## config.mk

```make
export PLATFORM = sky130hd
export DESIGN_NAME = pcpd_port
export DESIGN_NICKNAME = d
export VERILOG_FILES = /design/src/pcpd_pkg.sv /design/src/pcpd_pin_cell.sv /design/src/pcpd_port.sv
export SDC_FILE = /design/constraint.sdc
export NUM_CORES = 1
export LEC_CHECK = 0
export ABC_AREA = 1
export CAP_MARGIN = 30
export CORE_ASPECT_RATIO = 0.6
export CORE_UTILIZATION = 50
export DETAILED_ROUTE_END_ITERATION = 12
export DONT_BUFFER_PORTS = 1
export PLACE_DENSITY = 0.65
export SLEW_MARGIN = 40
export SYNTH_ARGS = -nofsm -noshare
export SYNTH_HDL_FRONTEND = slang
export SYNTH_SLANG_ARGS = --single-unit
```

## constraint.sdc

```tcl
create_clock -name clk_i -period 2 [get_ports clk_i]
set_input_delay 0.4 -clock clk_i [delete_from_list [all_inputs] [get_ports clk_i]]
set_output_delay 0.4 -clock clk_i [all_outputs]
set_load 0.005 [all_outputs]
```

## src/pcpd_pkg.sv

```systemverilog
package pcpd_pkg;

  localparam logic [7:0] PCPD_ADDR_P2_DATA   = 8'ha0;
  localparam logic [7:0] PCPD_ADDR_P2_OTYPE  = 8'ha6;
  localparam logic [7:0] PCPD_ADDR_P3_DATA   = 8'hb0;
  localparam logic [7:0] PCPD_ADDR_P2_BYPASS = 8'hd6;
  localparam logic [7:0] PCPD_ADDR_P2_ANALOG = 8'hf3;
  localparam logic [7:0] PCPD_ADDR_P2_DRIVE  = 8'hfb;

  localparam logic [7:0] PCPD_PAGE_CONFIG    = 8'h0f;

  localparam logic [7:0] PCPD_RST_P2_DATA    = 8'hff;
  localparam logic [7:0] PCPD_RST_P2_OTYPE   = 8'h00;
  localparam logic [7:0] PCPD_RST_P3_DATA    = 8'hff;
  localparam logic [7:0] PCPD_RST_P2_BYPASS  = 8'h00;
  localparam logic [7:0] PCPD_RST_P2_ANALOG  = 8'hff;
  localparam logic [7:0] PCPD_RST_P2_DRIVE   = 8'h00;

  localparam logic [7:0] PCPD_READ_UNMAPPED  = 8'h00;

  typedef enum logic [2:0] {
    PCPD_SEL_NONE,
    PCPD_SEL_P2_DATA,
    PCPD_SEL_P2_OTYPE,
    PCPD_SEL_P3_DATA,
    PCPD_SEL_P2_BYPASS,
    PCPD_SEL_P2_ANALOG,
    PCPD_SEL_P2_DRIVE
  } pcpd_sel_type;

endpackage

```

## src/pcpd_pin_cell.sv

```systemverilog
`timescale 1ns/100ps
`default_nettype none

// Pad control for one pin
module pcpd_pin_cell
(
  input  wire logic latch_i,
  input  wire logic digital_i,
  input  wire logic push_pull_i,
  input  wire logic high_drive_i,
  input  wire logic pad_in_i,
  output logic      pad_out_o,
  output logic      pad_oe_o,
  output logic      pullup_en_o,
  output logic      high_drive_o,
  output logic      in_level_o
);

  always_comb
  begin
    pad_out_o    = latch_i & digital_i;
    // Open-drain drives only a low
    pad_oe_o     = digital_i & (push_pull_i | ~latch_i);
    pullup_en_o  = digital_i & ~push_pull_i & latch_i;
    high_drive_o = digital_i & high_drive_i;
    in_level_o   = digital_i & pad_in_i;
  end

endmodule
`default_nettype wire

```

## src/pcpd_port.sv

```systemverilog
`timescale 1ns/100ps
`default_nettype none

// What this block does
// Data reads return pin levels, not latches
// Port 2 read 0 low, 1 high
// Port 3 write sets latch level
// Port 2 write sets latch level
// Analog pin disables pullup, driver, receiver
// Analog select 0 analog, reset all ones
// Output type ignored on analog pins
// Output type 0 open-drain, 1 push-pull
// Bypass bit 1 hides pin from crossbar
// Software should bypass every used pin
// Drive level 0 low, 1 high
// Data registers on all pages, bit access
// Port 2 config decoded only on page F
module pcpd_port
(
  input  wire logic       clk_i,
  input  wire logic       rst_i,
  input  wire logic [7:0] sfr_addr_i,
  input  wire logic [7:0] sfr_page_i,
  input  wire logic       sfr_wr_i,
  input  wire logic       sfr_rd_i,
  input  wire logic [7:0] sfr_wdata_i,
  input  wire logic       sfr_bit_wr_i,
  input  wire logic [2:0] sfr_bit_idx_i,
  input  wire logic       sfr_bit_val_i,
  output logic [7:0]      sfr_rdata_o,
  output logic            sfr_hit_o,
  input  wire logic [7:0] port2_pad_in_i,
  output logic [7:0]      port2_pad_out_o,
  output logic [7:0]      port2_pad_oe_o,
  output logic [7:0]      port2_pullup_en_o,
  output logic [7:0]      port2_high_drive_o,
  output logic [7:0]      port2_analog_o,
  output logic [7:0]      port2_crossbar_skip_o,
  input  wire logic [7:0] port3_pin_level_i,
  output logic [7:0]      port3_latch_o
);

  logic [7:0] port2_pin_data_r;
  logic [7:0] port2_pin_data_nxt;
  logic [7:0] port3_pin_data_r;
  logic [7:0] port3_pin_data_nxt;
  logic [7:0] port2_output_type_r;
  logic [7:0] port2_output_type_nxt;
  logic [7:0] port2_crossbar_bypass_r;
  logic [7:0] port2_crossbar_bypass_nxt;
  logic [7:0] port2_analog_select_r;
  logic [7:0] port2_analog_select_nxt;
  logic [7:0] port2_drive_level_r;
  logic [7:0] port2_drive_level_nxt;
  logic [7:0] sfr_rdata_r;
  logic [7:0] sfr_rdata_nxt;
  logic [7:0] port2_level;
  logic       bit_wr;
  pcpd_pkg::pcpd_sel_type byte_sel;
  pcpd_pkg::pcpd_sel_type bit_sel;

  // Data registers answer on every page, config only on page F
  function automatic pcpd_pkg::pcpd_sel_type sel_decode
  (
    input logic [7:0] addr,
    input logic [7:0] page
  );
    logic                   cfg;
    pcpd_pkg::pcpd_sel_type sel;
    cfg = (page == pcpd_pkg::PCPD_PAGE_CONFIG);
    sel = pcpd_pkg::PCPD_SEL_NONE;
    case (addr)
      pcpd_pkg::PCPD_ADDR_P2_DATA:
      begin
        sel = pcpd_pkg::PCPD_SEL_P2_DATA;
      end
      pcpd_pkg::PCPD_ADDR_P3_DATA:
      begin
        sel = pcpd_pkg::PCPD_SEL_P3_DATA;
      end
      pcpd_pkg::PCPD_ADDR_P2_OTYPE:
      begin
        sel = cfg ? pcpd_pkg::PCPD_SEL_P2_OTYPE : pcpd_pkg::PCPD_SEL_NONE;
      end
      pcpd_pkg::PCPD_ADDR_P2_BYPASS:
      begin
        sel = cfg ? pcpd_pkg::PCPD_SEL_P2_BYPASS : pcpd_pkg::PCPD_SEL_NONE;
      end
      pcpd_pkg::PCPD_ADDR_P2_ANALOG:
      begin
        sel = cfg ? pcpd_pkg::PCPD_SEL_P2_ANALOG : pcpd_pkg::PCPD_SEL_NONE;
      end
      pcpd_pkg::PCPD_ADDR_P2_DRIVE:
      begin
        sel = cfg ? pcpd_pkg::PCPD_SEL_P2_DRIVE : pcpd_pkg::PCPD_SEL_NONE;
      end
      default:
      begin
        sel = pcpd_pkg::PCPD_SEL_NONE;
      end
    endcase
    return sel;
  endfunction

  // Only the data registers take single-bit writes
  function automatic logic bit_target(input pcpd_pkg::pcpd_sel_type sel);
    return (sel == pcpd_pkg::PCPD_SEL_P2_DATA) || (sel == pcpd_pkg::PCPD_SEL_P3_DATA);
  endfunction

  always_comb
  begin
    byte_sel  = sel_decode(sfr_addr_i, sfr_page_i);
    bit_sel   = bit_target(byte_sel) ? byte_sel : pcpd_pkg::PCPD_SEL_NONE;
    // Byte write wins if both strobes come together
    bit_wr    = sfr_bit_wr_i & ~sfr_wr_i;
    sfr_hit_o = ((sfr_rd_i | sfr_wr_i) & (byte_sel != pcpd_pkg::PCPD_SEL_NONE))
                | (bit_wr & (bit_sel != pcpd_pkg::PCPD_SEL_NONE));
  end

  // Port 2 output latches, byte or single bit
  always_comb
  begin
    port2_pin_data_nxt = port2_pin_data_r;
    if (sfr_wr_i && (byte_sel == pcpd_pkg::PCPD_SEL_P2_DATA))
    begin
      port2_pin_data_nxt = sfr_wdata_i;
    end
    else if (bit_wr && (bit_sel == pcpd_pkg::PCPD_SEL_P2_DATA))
    begin
      port2_pin_data_nxt[sfr_bit_idx_i] = sfr_bit_val_i;
    end
  end
  always_ff @(posedge clk_i)
  begin
    if (rst_i)
    begin
      port2_pin_data_r <= pcpd_pkg::PCPD_RST_P2_DATA;
    end
    else
    begin
      port2_pin_data_r <= port2_pin_data_nxt;
    end
  end

  // Port 3 output latches, byte or single bit
  always_comb
  begin
    port3_pin_data_nxt = port3_pin_data_r;
    if (sfr_wr_i && (byte_sel == pcpd_pkg::PCPD_SEL_P3_DATA))
    begin
      port3_pin_data_nxt = sfr_wdata_i;
    end
    else if (bit_wr && (bit_sel == pcpd_pkg::PCPD_SEL_P3_DATA))
    begin
      port3_pin_data_nxt[sfr_bit_idx_i] = sfr_bit_val_i;
    end
  end
  always_ff @(posedge clk_i)
  begin
    if (rst_i)
    begin
      port3_pin_data_r <= pcpd_pkg::PCPD_RST_P3_DATA;
    end
    else
    begin
      port3_pin_data_r <= port3_pin_data_nxt;
    end
  end

  always_comb
  begin
    port2_output_type_nxt = port2_output_type_r;
    if (sfr_wr_i && (byte_sel == pcpd_pkg::PCPD_SEL_P2_OTYPE))
    begin
      port2_output_type_nxt = sfr_wdata_i;
    end
  end
  always_ff @(posedge clk_i)
  begin
    if (rst_i)
    begin
      port2_output_type_r <= pcpd_pkg::PCPD_RST_P2_OTYPE;
    end
    else
    begin
      port2_output_type_r <= port2_output_type_nxt;
    end
  end

  always_comb
  begin
    port2_crossbar_bypass_nxt = port2_crossbar_bypass_r;
    if (sfr_wr_i && (byte_sel == pcpd_pkg::PCPD_SEL_P2_BYPASS))
    begin
      port2_crossbar_bypass_nxt = sfr_wdata_i;
    end
  end
  always_ff @(posedge clk_i)
  begin
    if (rst_i)
    begin
      port2_crossbar_bypass_r <= pcpd_pkg::PCPD_RST_P2_BYPASS;
    end
    else
    begin
      port2_crossbar_bypass_r <= port2_crossbar_bypass_nxt;
    end
  end

  always_comb
  begin
    port2_analog_select_nxt = port2_analog_select_r;
    if (sfr_wr_i && (byte_sel == pcpd_pkg::PCPD_SEL_P2_ANALOG))
    begin
      port2_analog_select_nxt = sfr_wdata_i;
    end
  end
  always_ff @(posedge clk_i)
  begin
    if (rst_i)
    begin
      port2_analog_select_r <= pcpd_pkg::PCPD_RST_P2_ANALOG;
    end
    else
    begin
      port2_analog_select_r <= port2_analog_select_nxt;
    end
  end

  always_comb
  begin
    port2_drive_level_nxt = port2_drive_level_r;
    if (sfr_wr_i && (byte_sel == pcpd_pkg::PCPD_SEL_P2_DRIVE))
    begin
      port2_drive_level_nxt = sfr_wdata_i;
    end
  end
  always_ff @(posedge clk_i)
  begin
    if (rst_i)
    begin
      port2_drive_level_r <= pcpd_pkg::PCPD_RST_P2_DRIVE;
    end
    else
    begin
      port2_drive_level_r <= port2_drive_level_nxt;
    end
  end

  // Read data is held until the next read
  always_comb
  begin
    sfr_rdata_nxt = sfr_rdata_r;
    if (sfr_rd_i)
    begin
      case (byte_sel)
        pcpd_pkg::PCPD_SEL_P2_DATA:
        begin
          sfr_rdata_nxt = port2_level;
        end
        pcpd_pkg::PCPD_SEL_P3_DATA:
        begin
          sfr_rdata_nxt = port3_pin_level_i;
        end
        pcpd_pkg::PCPD_SEL_P2_OTYPE:
        begin
          sfr_rdata_nxt = port2_output_type_r;
        end
        pcpd_pkg::PCPD_SEL_P2_BYPASS:
        begin
          sfr_rdata_nxt = port2_crossbar_bypass_r;
        end
        pcpd_pkg::PCPD_SEL_P2_ANALOG:
        begin
          sfr_rdata_nxt = port2_analog_select_r;
        end
        pcpd_pkg::PCPD_SEL_P2_DRIVE:
        begin
          sfr_rdata_nxt = port2_drive_level_r;
        end
        default:
        begin
          sfr_rdata_nxt = pcpd_pkg::PCPD_READ_UNMAPPED;
        end
      endcase
    end
  end
  always_ff @(posedge clk_i)
  begin
    if (rst_i)
    begin
      sfr_rdata_r <= pcpd_pkg::PCPD_READ_UNMAPPED;
    end
    else
    begin
      sfr_rdata_r <= sfr_rdata_nxt;
    end
  end

  genvar pin;
  generate
    for (pin = 0; pin < 8; pin++)
    begin : g_pin
      pcpd_pin_cell u_cell
      (
        .latch_i      (port2_pin_data_r[pin]),
        .digital_i    (port2_analog_select_r[pin]),
        .push_pull_i  (port2_output_type_r[pin]),
        .high_drive_i (port2_drive_level_r[pin]),
        .pad_in_i     (port2_pad_in_i[pin]),
        .pad_out_o    (port2_pad_out_o[pin]),
        .pad_oe_o     (port2_pad_oe_o[pin]),
        .pullup_en_o  (port2_pullup_en_o[pin]),
        .high_drive_o (port2_high_drive_o[pin]),
        .in_level_o   (port2_level[pin])
      );
    end
  endgenerate

  always_comb
  begin
    port2_analog_o        = ~port2_analog_select_r;
    port2_crossbar_skip_o = port2_crossbar_bypass_r;
    port3_latch_o         = port3_pin_data_r;
    sfr_rdata_o           = sfr_rdata_r;
  end

endmodule
`default_nettype wire

```

[After elaboration in Yosys (flattened, before gate mapping)]
Index checks and enable logic that the tools add are counted.
Storage, ports and cells
  word-level logic and storage cells: 132
  register bits after elaboration: 56
Cells by class
  eq/ne operators: 15
  bitwise logic cells: 79
  reductions and logical operators: 14
  order comparisons: 2
  multiplexer cells: 15
Operator list (count)
  $and A1 B1 Y1: 51
  $eq A8 B8 Y1 const B: 6
  $pmux W8 S6: 1
  $mux W8: 4
  $pmux W3 S6: 1
  $not A1 Y1: 17
  $bwmux W8: 2
  $mux W3: 4
  $or A1 B1 Y1: 10
  $eq A3 B2 Y1 const B: 3
  $eq A3 B3 Y1 const B: 3
  $logic_and A1 B1 Y1: 9
  $eq A8 B4 Y1 const B: 1
  $not A8 Y8: 1
  $eq A3 B1 Y1 const B: 2
  $reduce_bool A3 Y1: 2
  $lt A3 B4 Y1 const B: 1
  $reduce_bool A2 Y1: 2
  $demux W1 S3: 1
  $ge A3 B1 Y1 const B: 1
  $mux W2: 1
  $logic_or A1 B1 Y1: 1
  $mux W1: 1

[Longest topological paths before layout]
Gate-level depths: netlist of run 1.
  depth in word-level cells: 10
  mapped depth: 12
  mapped depth without buffers: 12

[Cells and area by module]
From an unflattened synthesis of run 1, not the netlist that was laid out.
Unflattened totals
  cells, all modules: 588
  area total of the unflattened synthesis: 3631.0 um^2
Modules (own cells, without submodules)
  pcpd_port: sequential area each 1121.1 um^2, instances 1, area an instance 3240.6 um^2, cells each 500
  pcpd_pin_cell: sequential area each 0.0 um^2, instances 8, area an instance 48.8 um^2, cells each 11

[Worst setup path before layout of run 1]
Ideal clock, no wire load.
  path kind: input port to output port
  from: in sfr_addr_i[5]
  to: out sfr_hit_o
  setup slack: 360 ps
  stages on the path: 8
  path buffers: 0
  arrival: 1240 ps
  cells stage by stage: nand2_1 nor2_4 nand2_2 nand2_1 nand2_2 nand2_4 o32ai_1 nand2_1
On the way
  longest elaborated chain between the ends: 8
  elaborated cells between the ends (all ways): 16
  classes of those cells: 8 x eq/ne; 2 x mux; 3 x bitwise; 3 x reduce/logical
RTL lines
  start, declared: RTL line pcpd_port.sv:22  | input wire logic [7:0] sfr_addr_i,
  $eq A8 B8 Y1: RTL line pcpd_port.sv:72  | case (addr)
  $pmux W3 S6 (*): RTL line pcpd_port.sv:72
  $eq A3 B1 Y1 / $eq A3 B2 Y1 (equally long branches): RTL line pcpd_port.sv:107  | return (sel == pcpd_pkg::PCPD_SEL_P2_DATA) || (sel == pcpd_pkg::PCPD_SEL_P3_DATA);
  $logic_or A1 B1 Y1: RTL line pcpd_port.sv:107
  $mux W3: RTL line pcpd_port.sv:113  | bit_sel = bit_target(byte_sel) ? byte_sel : pcpd_pkg::PCPD_SEL_NONE;
  $reduce_bool A3 Y1: RTL line pcpd_port.sv:117  | | (bit_wr & (bit_sel != pcpd_pkg::PCPD_SEL_NONE));
  $and A1 B1 Y1: RTL line pcpd_port.sv:117
  $or A1 B1 Y1 (*): RTL line pcpd_port.sv:117
  end, declared: RTL line pcpd_port.sv:31  | output logic sfr_hit_o,
Mark *: on every way between the ends. The rest lies on a longest branch, timed or not.

[Worst setup path in the final report of run 1]
  from: in sfr_addr_i[7]
  to: out sfr_hit_o
Same word-level chain as after synthesis.

==> results.md, run 1 <==
| Result | Value | Unit |
|---|---|---|
| Fin crit share | 89.7 | % |
| Fraction of layout cells with a size suffix above 1 | 12.1 | % |
| Yosys warns | 0 | - |
| Static leakage | 1.54 | nW |
| Mean number of vias per cell | 5.67 | - |
| Placer congestion estimate | 0.856 | - |
| Final max-slew violation count | 0 | - |
| Path type of the worst min-delay path | in -> reg | - |
| Count of distinct cell types in the synthesized netlist | 35 | - |
| Total DRC errors in the routed layout | 9 | - |
| Clk_lat worst skew | 0.30 | ns |
| Root buffer selected by CTS | sky130_fd_sc_hd__clkbuf_16 | - |
| Placeable core region | 0.00682 | mm2 |
| TritonCTS clock tree | yes | - |
| Worst ir drop on vdd | 0.318 | mV |
| Number of synthesized register bits | 56 | - |
| Worst setup EP type | primary output | - |
| Number of global-route vias before repair | 2926 | - |
| Syn nets | 574 | - |
| Initial antenna violation count | 0 | - |
| Fin crit period | 1.79 | ns |
| Endpoint arrival time on the critical path | 1.39 | ns |
| Row Count | 23 | - |
| Final wirelength | 10200 | um |
| Setup-violating endpoint count in the final report | 0 | - |
| Half-perimeter wire length after detailed placement | 7710 | um |
| Placed cell count | 574 | - |
| Failing checks | DRC | - |
| Clk sink count | 56 | - |
| Clock Pin Slew Worst Setup and Hold Paths | 0.07 | ns |
| Overall fraction of global-route tracks in use | 27.7 | % |
| First-pass GRT wire length | 15900 | um |
| Worst Reg-to-Reg Cells | 6 | - |
| Run status | finished with violations | - |
| Clock buffer depth | 2 | - |
| CP Class | in -> out | - |
| Average wire length per cell after detail routing | 17.6 | um |
| Achievable frequency | 557 | MHz |
| Total congestion overflow | 0 | - |
| CTS H-tree depth | 2 | - |
| Mean post-synth cell area | 6.89 | um2 |
| Worst slew slack as a fraction of its limit | 64.5 | % |
| Cell Pwr Density | 581 | mW/mm2 |
| Highest fanout seen on the critical path | 7 | - |
| # diodes | 0 | - |
| Number of max-cap violations | 0 | - |
| Hold violation total from the final report | 0 | - |
| Number of CTS-inserted buffers | 5 | - |
| Router iterations before antenna repair | 9 | - |
| Unrepaired setup endpoints after global routing | no | - |
| Post-Syn Area | 0.00362 | mm2 |
| Slew at the pin closest to its max-slew limit | 0.532 | ns |
| Final non-filler cell total | 582 | - |
| Number of DRC violations after detailed-routing iteration 0 | 348 | - |
| Element type at the critical path start | input pin | - |
| Post_cts resized | 0 | - |
| Post-Route Setup TNS | 0 | ns |
| Seq/Total Area, Yosys | 31.0 | % |
| Quantity of hold-fixing buffers added after cts | 0 | - |
| Post-synthesis instance total | 525 | - |
| Number of top-level pins | 114 | - |
| Hold slack | 0.177 | ns |
| IO Port Bufs | 0 | - |
| Worst clock skew | 0.00367 | ns |
| Antenna violation net count after detailed routing | 0 | - |
| Largest net degree at the start of global routing | 45 | - |
| Initial core utilization | 53.0 | % |
| Signed area change from the synthesized netlist to the final layout | -0.519 | % |
| Via count | 3302 | - |
| Nets@finish | 543 | - |
| Filler Cells Inserted | 694 | - |
| Required time at the endpoint of the critical path | 1.60 | ns |
| Die width | 112 | um |
| Vertical die dimension | 67.9 | um |
| Area enclosed by the die boundary | 0.00759 | mm2 |
| Hold depth | 1 | - |
| Setup fix buffers added after clock tree synthesis | 0 | - |
-- critical path: stages --
cell and delay [ns]:
sky130_fd_sc_hd__nand2_1 0.13, sky130_fd_sc_hd__nor2_4 0.06, sky130_fd_sc_hd__nand2_2 0.09, sky130_fd_sc_hd__nand2_1 0.08
sky130_fd_sc_hd__nand2_2 0.09, sky130_fd_sc_hd__nand2_4 0.11, sky130_fd_sc_hd__o32ai_1 0.29, sky130_fd_sc_hd__nand2_1 0.14
-- worst paths after layout --
| path | end | slack [ns] | from |
|---|---|---|---|
| worst max-delay path | sfr_hit_o | 0.21 | sfr_addr_i[7] |
| worst min-delay path | port2_drive_level_r[6] | 0.18 | rst_i |
| worst max register to register | sfr_rdata_o[3] | 0.87 | port2_analog_select_r[3] |
| worst min register to register | port2_drive_level_r[3] | 0.48 | port2_drive_level_r[3] |
-- area by class of cell --
class	instances	area (um2)	area share [%]
tap	87	109	3.03
clock buffer	7	133	3.69
clock inverter	1	8.76	0.243
sequential	56	1120	31.2
timing repair buffer	7	52.6	1.46
inverter	82	308	8.56
multi-input combinational	342	1870	51.9
-- power by group --
| group | internal [mW] | switching (mW) | total (mW) | leakage [nW] |
|---|---|---|---|---|
| logic | 0.0235 | 0.0652 | 0.0887 | 1.02 |
| registers | 1.11 | 0.000798 | 1.12 | 0.452 |
| clock network | 0.470 | 0.415 | 0.885 | 0.0681 |
-- synthesized netlist by cell type, drive strengths merged --
master  instances  area, um2
nand3          34        223
dfxtp          56       1120
o22ai           4       25.0
buf            40        303
o21ai          47        235
inv            81        304
nor4            4       25.0
nor3b           4       30.0
nand4           4       25.0
nand2         114        465
nor2           46        236
nor3           10       61.3
a21oi          46        245
clkbuf          5       18.8
clkinv          1       3.75
a31oi           4       25.0
o211ai         12        130
a211oi         12        130
o32ai           1       8.76
-- routing by layer --
metal	track usage, %	part of all wire, %	up-vias
met1	39.8	46	1507
met4	6.59	1.0	0
met3	7.71	12	9
met2	40.7	40	159
li1	-	-	1627
met5	0	0	-
-- per-stage QoR --
| stage | power [mW] | util, % | instance area, um2 | setup WS (ns) |
|---|---|---|---|---|
| after detailed placement | 1.23 | 50.7 | 3460 | 0.170 |
| final | 2.09 | 52.7 | 3600 | 0.205 |
| after global placement | 1.23 | 50.7 | 3460 | 0.219 |
| after CTS | 2.10 | 52.7 | 3600 | 0.217 |
| after global routing | 2.16 | 52.7 | 3600 | 0.0848 |
| after floorplan | 1.23 | - | 3620 | 0.360 |
-- cell usage in the layout (no fill, tap or decap), drive strengths merged --
cell type	instances
a21oi	46
nand2	114
a31oi	4
nand3	34
inv	81
nor3b	4
nand4	4
o32ai	1
nor4	4
buf	7
o21ai	47
clkbuf	7
a211oi	12
o211ai	12
nor3	10
o22ai	4
clkinv	2
nor2	46
dfxtp	56
-- state kept, by name (all words and copies together) (netlist names) --
name,flops
sfr_rdata_o,8
port2_analog_select_r,8
port2_drive_level_r,8
port3_latch_o,8
port2_output_type_r,8
port2_pin_data_r,8
port2_crossbar_skip_o,8
-- cell families (layout without fill, tap and decap cells) --
group / Yosys count / count (layout) / synth area share, %
DFF: 56 / 56 / 31.0
and+or+nand+nor: 216 / 216 / 29.5
AOI/OAI and AO/OA: 126 / 126 / 22.1
buffers and inverters: 127 / 97 / 17.4
Note: power is estimated with default switching activity, not from simulation.
==> run 2, diff against run 1 <==
CELL_PAD_IN_SITES_DETAIL_PLACEMENT = 2   (was default)
CELL_PAD_IN_SITES_GLOBAL_PLACEMENT = 2   (was default)
CORE_UTILIZATION = 32   (was 50)
PLACE_DENSITY = 0.79   (was 0.65)
SYNTH_HIERARCHICAL = 1   (was default)
==> run 2 against run 1 <==
Compared with the run above: the run now ends clean; routed wire length rose by 27%; sequential share of layout area decreased by 2.7 points; cell area up 9.6%; sequential cell count unchanged; area after synthesis up 0.42%; register-to-register slack worse by 0.06 ns; clock power rose by 21%; combinational power increased by 21%; first-iteration DRC count fell by 45%; critical path type unchanged; critical endpoint unchanged.
==> results.md, run 2 <==
| Result | Value | Unit | Change |
|---|---|---|---|
| Run status | complete, no violations | - |  |
| Placer congestion estimate | 0.841 | - | -1.7% |
| Most repeated cell in the gate-level netlist after synthesis | sky130_fd_sc_hd__nand2_1 | - |  |
| Most frequent cells in the layout | 203 x sky130_fd_sc_hd__nand2_1, 87 x sky130_fd_sc_hd__inv_1, 66 x sky130_fd_sc_hd__nand3_1 | - |  |
| Overall fraction of global-route tracks in use | 22.7 | % | -5.0 points |
| Share of async-settable or async-resettable flops after synthesis | 0 | % | unchanged |
| Highest fanout seen on the critical path | 7 | - | unchanged |
| Yosys warns | 6 | - | +6 |
| Row Count | 29 | - | +26% |
| CP Class | in -> out | - |  |
| Vertical die dimension | 84.5 | um | +25% |
| Count of distinct cell types in the synthesized netlist | 28 | - | -20% |
| Hold violation total from the final report | 0 | - | unchanged |
| Largest family of logic cells by synthesized area | simple AND/OR/NAND/NOR gates | - |  |
| Fin crit period | 1.74 | ns | -0.0506 ns |
| Antenna violation net count after detailed routing | 0 | - | unchanged |
| Area fraction in and, or, nand and nor cells after synthesis | 41.0 | % | +12 points |
| # diodes | 0 | - | unchanged |
| Post-route met1 wirelength | 6460 | um | +36% |
| Number of flops mapped to enable cells by yosys | 0 | - | unchanged |
| Post-Syn Area | 0.00363 | mm2 | +0.42% |
| Clk_lat worst skew | 0.30 | ns | about the same |
| Area enclosed by the die boundary | 0.0118 | mm2 | +55% |
| Number of synthesized register bits | 56 | - | unchanged |
| Critical Path, Cell by Cell | inv_1 -> nor2_1 -> nand2_1 -> nor2_4 -> nand2_4 -> nand3_1 -> nor3_1 -> nand2_1 -> nand2_1 -> nand2_1 | - |  |
| CTS H-tree depth | 2 | - | unchanged |
| Met3 wire length | 478 | um | -61% |
| Worst Reg-to-Reg Cells | 8 | - | +2 |
| Quantity of hold-fixing buffers added after cts | 0 | - | unchanged |
| Initial antenna violation count | 0 | - | unchanged |
| Setup-violating endpoint count in the final report | 0 | - | unchanged |
| Placed Instance Area | 0.00377 | mm2 | +9.1% |
| Delay contributed by the slowest stage of the critical path | 0.25 | ns | -0.04 ns |
| Die width | 140 | um | +25% |
| Initial core utilization | 33.6 | % | -19 points |
| Commonest register cell after synthesis | sky130_fd_sc_hd__dfxtp_1 | - |  |
| Post-Route Setup TNS | 0 | ns | unchanged |
| Path type of the worst min-delay path | in -> reg | - |  |
| Signed area change from the synthesized netlist to the final layout | 8.61 | % |  |
| Total congestion overflow | 0 | - | unchanged |
| Launch point of the worst path | sfr_addr_i[7] | - |  |
| Filler Cells Inserted | 1345 | - | +94% |
| Slowest CP cell | sky130_fd_sc_hd__nor2_4 | - |  |
| Unrepaired setup endpoints after global routing | no | - |  |
| Slew at the pin closest to its max-slew limit | 0.441 | ns | -0.0910 ns |
| Cell Pwr Density | 581 | mW/mm2 | +0.14% |
| Number of global-route vias before repair | 3933 | - | +34% |
| Via count | 3764 | - | +14% |
| Startpoint of the most critical hold path | rst_i | - |  |
| Clock Pin Slew Worst Setup and Hold Paths | 0.08 | ns | about the same |
| Largest net degree at the start of global routing | 34 | - | -24% |
| Hold depth | 1 | - | unchanged |
| Element type at the critical path start | input pin | - |  |
| First-pass GRT wire length | 20800 | um | +31% |
| Fraction of synthesized cell area in xor and xnor cells | 0 | % | unchanged |
| Area leader, netlist | sky130_fd_sc_hd__dfxtp_1 | - |  |
| Achievable frequency | 573 | MHz | +2.9% |
| Cell type with the highest occurrence count on the critical path | sky130_fd_sc_hd__nand2_1 | - |  |
| Slack of the worst reg-to-reg path | 0.81 | ns | -0.06 ns |
| Register Area | 0.00112 | mm2 | unchanged |
| Most area-consuming cells after synthesis | sky130_fd_sc_hd__dfxtp_1 31%, sky130_fd_sc_hd__nand2_1 21%, sky130_fd_sc_hd__nand3_1 9.1% | - |  |
| Final max-slew violation count | 0 | - | unchanged |
| Number of DRC violations after detailed-routing iteration 0 | 193 | - | -45% |
| Share of cell area taken by muxes after synthesis | 0 | % | unchanged |
| Total DRC errors in the routed layout | 0 | - | -9 |
| Seq/Total Area, Yosys | 30.9 | % | -0.13 points |
| Met2 wirelength from detailed routing | 5860 | um | +42% |
| Root buffer selected by CTS | sky130_fd_sc_hd__clkbuf_16 | - |  |
| Area share of the largest cell type after synthesis | 30.9 | % | -0.13 points |
| Syn nets | 637 | - | +11% |
| Final core utilization | 36.5 | % | -16 points |
| Worst clock skew | 0.00751 | ns | +0.00384 ns |
| Post_cts resized | 0 | - | unchanged |
| Most common cell after layout, fill and taps aside | sky130_fd_sc_hd__nand2_1 | - |  |
| Top routing layer in use | met4 | - |  |
| Fraction of layout cells with a size suffix above 1 | 12.9 | % | +0.80 points |
| Static leakage | 2.05 | nW | +33% |
| TritonCTS clock tree | yes | - |  |
| Fin crit share | 87.2 | % | -2.5 points |
| Beginning of the worst register-to-register path | port2_analog_select_r[2] | - |  |
| Number of top-level pins | 114 | - | unchanged |
| Worst ir drop on vdd | 0.367 | mV | +15% |
| Worst slew slack as a fraction of its limit | 70.4 | % | +5.9 points |
| Placeable core region | 0.0108 | mm2 | +59% |
| Worst Hold End | sfr_rdata_o[7] | - |  |
| Setup fix buffers added after clock tree synthesis | 0 | - | unchanged |
| Clk sink count | 56 | - | unchanged |
| Half-perimeter wire length after detailed placement | 10200 | um | +33% |
| Mean post-synth cell area | 6.18 | um2 | -10% |
| Final wirelength | 13000 | um | +27% |
| Router iterations before antenna repair | 4 | - | -5 |
| Area of the multi-input gates | 0.00201 | mm2 | +7.6% |
| Nets@finish | 636 | - | +17% |
| Share of the synthesized area in compound gates (AO/OA/AOI/OAI) | 14.3 | % | -7.8 points |
| Adder and majority gate portion of the synthesized area | 0 | % | unchanged |
| Final Total Pwr | 2.29 | mW | +9.8% |
| Post-route cell area | 0.00394 | mm2 | +9.6% |
| Top cell types by occurrence after synthesis | 203 x sky130_fd_sc_hd__nand2_1, 87 x sky130_fd_sc_hd__inv_1, 66 x sky130_fd_sc_hd__nand3_1 | - |  |
| Average wire length per cell after detail routing | 17.9 | um | +1.6% |
| Clock buffer depth | 2 | - | unchanged |
| Post-synthesis instance total | 588 | - | +12% |
| Endpoint arrival time on the critical path | 1.34 | ns | -0.05 ns |
| Number of max-cap violations | 0 | - | unchanged |
| Number of CTS-inserted buffers | 5 | - | unchanged |
| Capturing point of the worst reg2reg path | sfr_rdata_o[2] | - |  |
| Required time at the endpoint of the critical path | 1.60 | ns | about the same |
| Worst setup EP type | primary output | - |  |
| IO Port Bufs | 0 | - | unchanged |
| Mean number of vias per cell | 5.18 | - | -8.7% |
-- run 2: worst max-delay path by stage --
stage / cells after the start / end
floorplan: 11 / sfr_hit_o
finish: 10 / sfr_hit_o
CTS: 9 / sfr_hit_o
detailed placement: 10 / port3_latch_o[4]
global placement: 10 / port3_latch_o[3]
global route: 10 / sfr_hit_o
-- run 2: routing by layer --
| metal | global-route usage (%) | up-vias |
|---|---|---|
| met1 | 30.2 | 1838 |
| met4 | 6.06 | 0 |
| met3 | 4.39 | 15 |
| met5 | 0 | - |
| met2 | 37.4 | 80 |
| li1 | - | 1831 |
-- run 2: worst max-delay path, delay by kind of cell --
kind,cells,cell delay (ns)
and+or+nand+nor,9,0.93
buffers and inverters,1,0.02
-- run 2: stage by stage --
| step | hold slack, ns | std cells | setup WS (ns) |
|---|---|---|---|
| finish | 0.153 | 727 | 0.256 |
| global placement | 0.465 | 719 | 0.293 |
| CTS | 0.141 | 727 | 0.246 |
| global route | 0.134 | 727 | 0.111 |
| floorplan | 0.453 | 588 | 0.378 |
| detailed placement | 0.475 | 719 | 0.212 |
-- run 2: cell type report --
type                    count  share of cell area, %
clock inverters             3                   1.21
well taps                 139                   4.41
flip-flops and latches     56                   28.4
repair buffers             12                   2.28
multi-input cells         411                   50.9
inverters                 101                   9.61
clock buffers               5                   3.17
-- run 2: cells by family after synthesis --
group                  Yosys count
AND/OR/NAND/NOR                330
buffers and inverters          121
AO/OA/AOI/OAI                   81
flip-flops                      56
-- run 2: power breakdown --
group	internal [mW]	leakage, nW	total, mW	switching, mW
clock	0.598	0.0840	1.07	0.473
combinational	0.0290	1.51	0.107	0.0776
sequential	1.11	0.452	1.12	0.00109
==> run 3, diff against run 2 <==
CORE_UTILIZATION = 34   (was 32)
PLACE_DENSITY = 0.8   (was 0.79)
SYNTH_HIERARCHICAL = default   (was 1)
==> run 3 against run 2 <==
Compared with the run above: die area shrank 6.2%; cell count shrank 13%; global-route usage grew 1.9 points; critical endpoint unchanged.
==> results.md, run 3 (synthesis gave the netlist of run 1 again) <==
| Result | Value | Unit | Change |
|---|---|---|---|
| Via count | 3422 | - | -9.1% |
| Hold violation total from the final report | 0 | - | unchanged |
| Slew at the pin closest to its max-slew limit | 0.605 | ns | +0.164 ns |
| Final max-slew violation count | 0 | - | unchanged |
| TritonCTS clock tree | yes | - |  |
| Required time at the endpoint of the critical path | 1.60 | ns | about the same |
| Fraction of layout cells with a size suffix above 1 | 12.6 | % | -0.37 points |
| Post-Route Setup TNS | 0 | ns | unchanged |
| Cell type with the highest occurrence count on the critical path | sky130_fd_sc_hd__nand2_1 | - |  |
| Router iterations before antenna repair | 4 | - | unchanged |
| Unrepaired setup endpoints after global routing | no | - |  |
| Vertical die dimension | 81.9 | um | -3.1% |
| Average wire length per cell after detail routing | 21.5 | um | +20% |
| Mean number of vias per cell | 5.44 | - | +5.1% |
| Nets@finish | 542 | - | -15% |
| Delay contributed by the slowest stage of the critical path | 0.35 | ns | +0.10 ns |
| Setup-violating endpoint count in the final report | 0 | - | unchanged |
| Initial core utilization | 35.8 | % | +2.3 points |
| Final wirelength | 13500 | um | +4.2% |
| Beginning of the worst register-to-register path | port2_analog_select_r[4] | - |  |
| Critical Path, Cell by Cell | inv_1 -> nand2_1 -> nor2_1 -> nand2_1 -> nand2_1 -> nand2_2 -> nand2_4 -> o32ai_2 -> nand2_1 | - |  |
| Crit-path leading delay family | simple AND/OR/NAND/NOR gates | - |  |
| Run status | complete, no violations | - |  |
| Number of top-level pins | 114 | - | unchanged |
| Die width | 135 | um | -3.1% |
| First-pass GRT wire length | 20200 | um | -2.9% |
| Signed area change from the synthesized netlist to the final layout | 2.70 | % |  |
| Most common cell after layout, fill and taps aside | sky130_fd_sc_hd__nand2_1 | - |  |
| Post_cts resized | 0 | - | unchanged |
| Fin crit share | 96.1 | % | +8.9 points |
| Initial antenna violation count | 0 | - | unchanged |
| Post-route cell area | 0.00371 | mm2 | -5.8% |
| Antenna violation net count after detailed routing | 0 | - | unchanged |
| Worst slew slack as a fraction of its limit | 59.6 | % | -11 points |
| Capturing point of the worst reg2reg path | sfr_rdata_o[4] | - |  |
| Slowest CP cell | sky130_fd_sc_hd__o32ai_2 | - |  |
| Quantity of hold-fixing buffers added after cts | 0 | - | unchanged |
| Number of buffer and inverter stages on the critical path | 1 | - | unchanged |
| Final core utilization | 36.8 | % | +0.33 points |
| Worst clock skew | 0.00738 | ns | -0.000135 ns |
| Half-perimeter wire length after detailed placement | 10100 | um | -1.1% |
| Clock Pin Slew Worst Setup and Hold Paths | 0.08 | ns | about the same |
| Number of global-route vias before repair | 3576 | - | -9.1% |
| Achievable frequency | 520 | MHz | -9.3% |
| Setup fix buffers added after clock tree synthesis | 0 | - | unchanged |
| Startpoint of the most critical hold path | rst_i | - |  |
| Row Count | 28 | - | -3.4% |
| Path type of the worst min-delay path | in -> reg | - |  |
| Worst ir drop on vdd | 0.328 | mV | -11% |
| Number of DRC violations after detailed-routing iteration 0 | 133 | - | -31% |
| CTS H-tree depth | 2 | - | unchanged |
| Hold depth | 1 | - | unchanged |
| Static leakage | 1.56 | nW | -24% |
| Total DRC errors in the routed layout | 0 | - | unchanged |
| Endpoint arrival time on the critical path | 1.52 | ns | +0.18 ns |
| Root buffer selected by CTS | sky130_fd_sc_hd__clkbuf_16 | - |  |
| IO Port Bufs | 0 | - | unchanged |
| Number of max-cap violations | 0 | - | unchanged |
| Final Total Pwr | 2.30 | mW | +0.23% |
| Number of CTS-inserted buffers | 5 | - | unchanged |
| Clock buffer depth | 2 | - | unchanged |
| Worst Hold End | sfr_rdata_o[5] | - |  |
| Placeable core region | 0.0101 | mm2 | -6.7% |
| Worst setup EP type | primary output | - |  |
| Placed Instance Area | 0.00352 | mm2 | -6.6% |
| Fin crit period | 1.92 | ns | +0.178 ns |
| CP Class | in -> out | - |  |
| Area enclosed by the die boundary | 0.0111 | mm2 | -6.2% |
| Clk sink count | 56 | - | unchanged |
| Clk_lat worst skew | 0.31 | ns | about the same |
| Element type at the critical path start | input pin | - |  |
| Largest net degree at the start of global routing | 45 | - | +32% |
| Highest fanout seen on the critical path | 7 | - | unchanged |
| Overall fraction of global-route tracks in use | 24.5 | % | +1.9 points |
| Total congestion overflow | 0 | - | unchanged |
| Cell Pwr Density | 619 | mW/mm2 | +6.4% |
| Slack of the worst reg-to-reg path | 0.82 | ns | about the same |
| Most frequent cells in the layout | 105 x sky130_fd_sc_hd__nand2_1, 78 x sky130_fd_sc_hd__inv_1, 56 x sky130_fd_sc_hd__dfxtp_1 | - |  |
| # diodes | 0 | - | unchanged |
| Worst Reg-to-Reg Cells | 6 | - | -2 |
| Placer congestion estimate | 0.784 | - | -6.8% |
run 3: cell count changes in the layout (fill, tap and decap cells not counted), moves of 9 or more:
| cell | change |
|---|---|
| sky130_fd_sc_hd__nor2_1 | +14 |
| sky130_fd_sc_hd__inv_2 | -10 |
| sky130_fd_sc_hd__o21ai_0 | +20 |
| sky130_fd_sc_hd__nand3_1 | -38 |
| sky130_fd_sc_hd__nand2_1 | -98 |
| sky130_fd_sc_hd__inv_1 | -9 |
| sky130_fd_sc_hd__a21oi_1 | +10 |
run 3: where the power goes:
part           internal, mW  leakage [nW]  switching, mW  total (mW)
registers              1.11         0.452       0.000894        1.12
logic                0.0230          1.02         0.0720      0.0950
clock network         0.630        0.0871          0.458        1.09
run 3: layout make-up:
type | instances | area [um2]
flip-flops and latches | 56 | 1120
clock inverters | 2 | 38.8
clock buffers | 6 | 139
fillers | 1222 | 6380
repair buffers | 6 | 57.6
multi-input cells | 342 | 1880
inverters | 82 | 308
well taps | 135 | 169
run 3: worst max path at each step:
| stage | startpoint | endpoint | cells past startpoint |
|---|---|---|---|
| global route | sfr_addr_i[3] | sfr_hit_o | 9 |
| global placement | sfr_page_i[5] | sfr_hit_o | 7 |
| floorplan | sfr_addr_i[5] | sfr_hit_o | 8 |
| finish | sfr_addr_i[3] | sfr_hit_o | 9 |
| detailed placement | sfr_addr_i[6] | port2_pin_data_r[2] | 8 |
| CTS | sfr_addr_i[3] | sfr_hit_o | 9 |
run 3: per-layer routing:
layer	GRT usage, %	wire, um	vias up
li1	-	-	1623
met3	6.54	1200	19
met1	32.5	6220	1669
met5	0	0	-
met4	7.08	184	0
met2	39.1	5920	111
run 3: stage by stage:
stage	std cells	hold WS [ns]	setup WS, ns
after floorplan	525	0.454	0.360
after detailed placement	621	0.480	0.0191
final	629	0.150	0.0778
after CTS	629	0.155	0.0292
after global placement	621	0.471	0.141
after global routing	629	0.164	0.0183
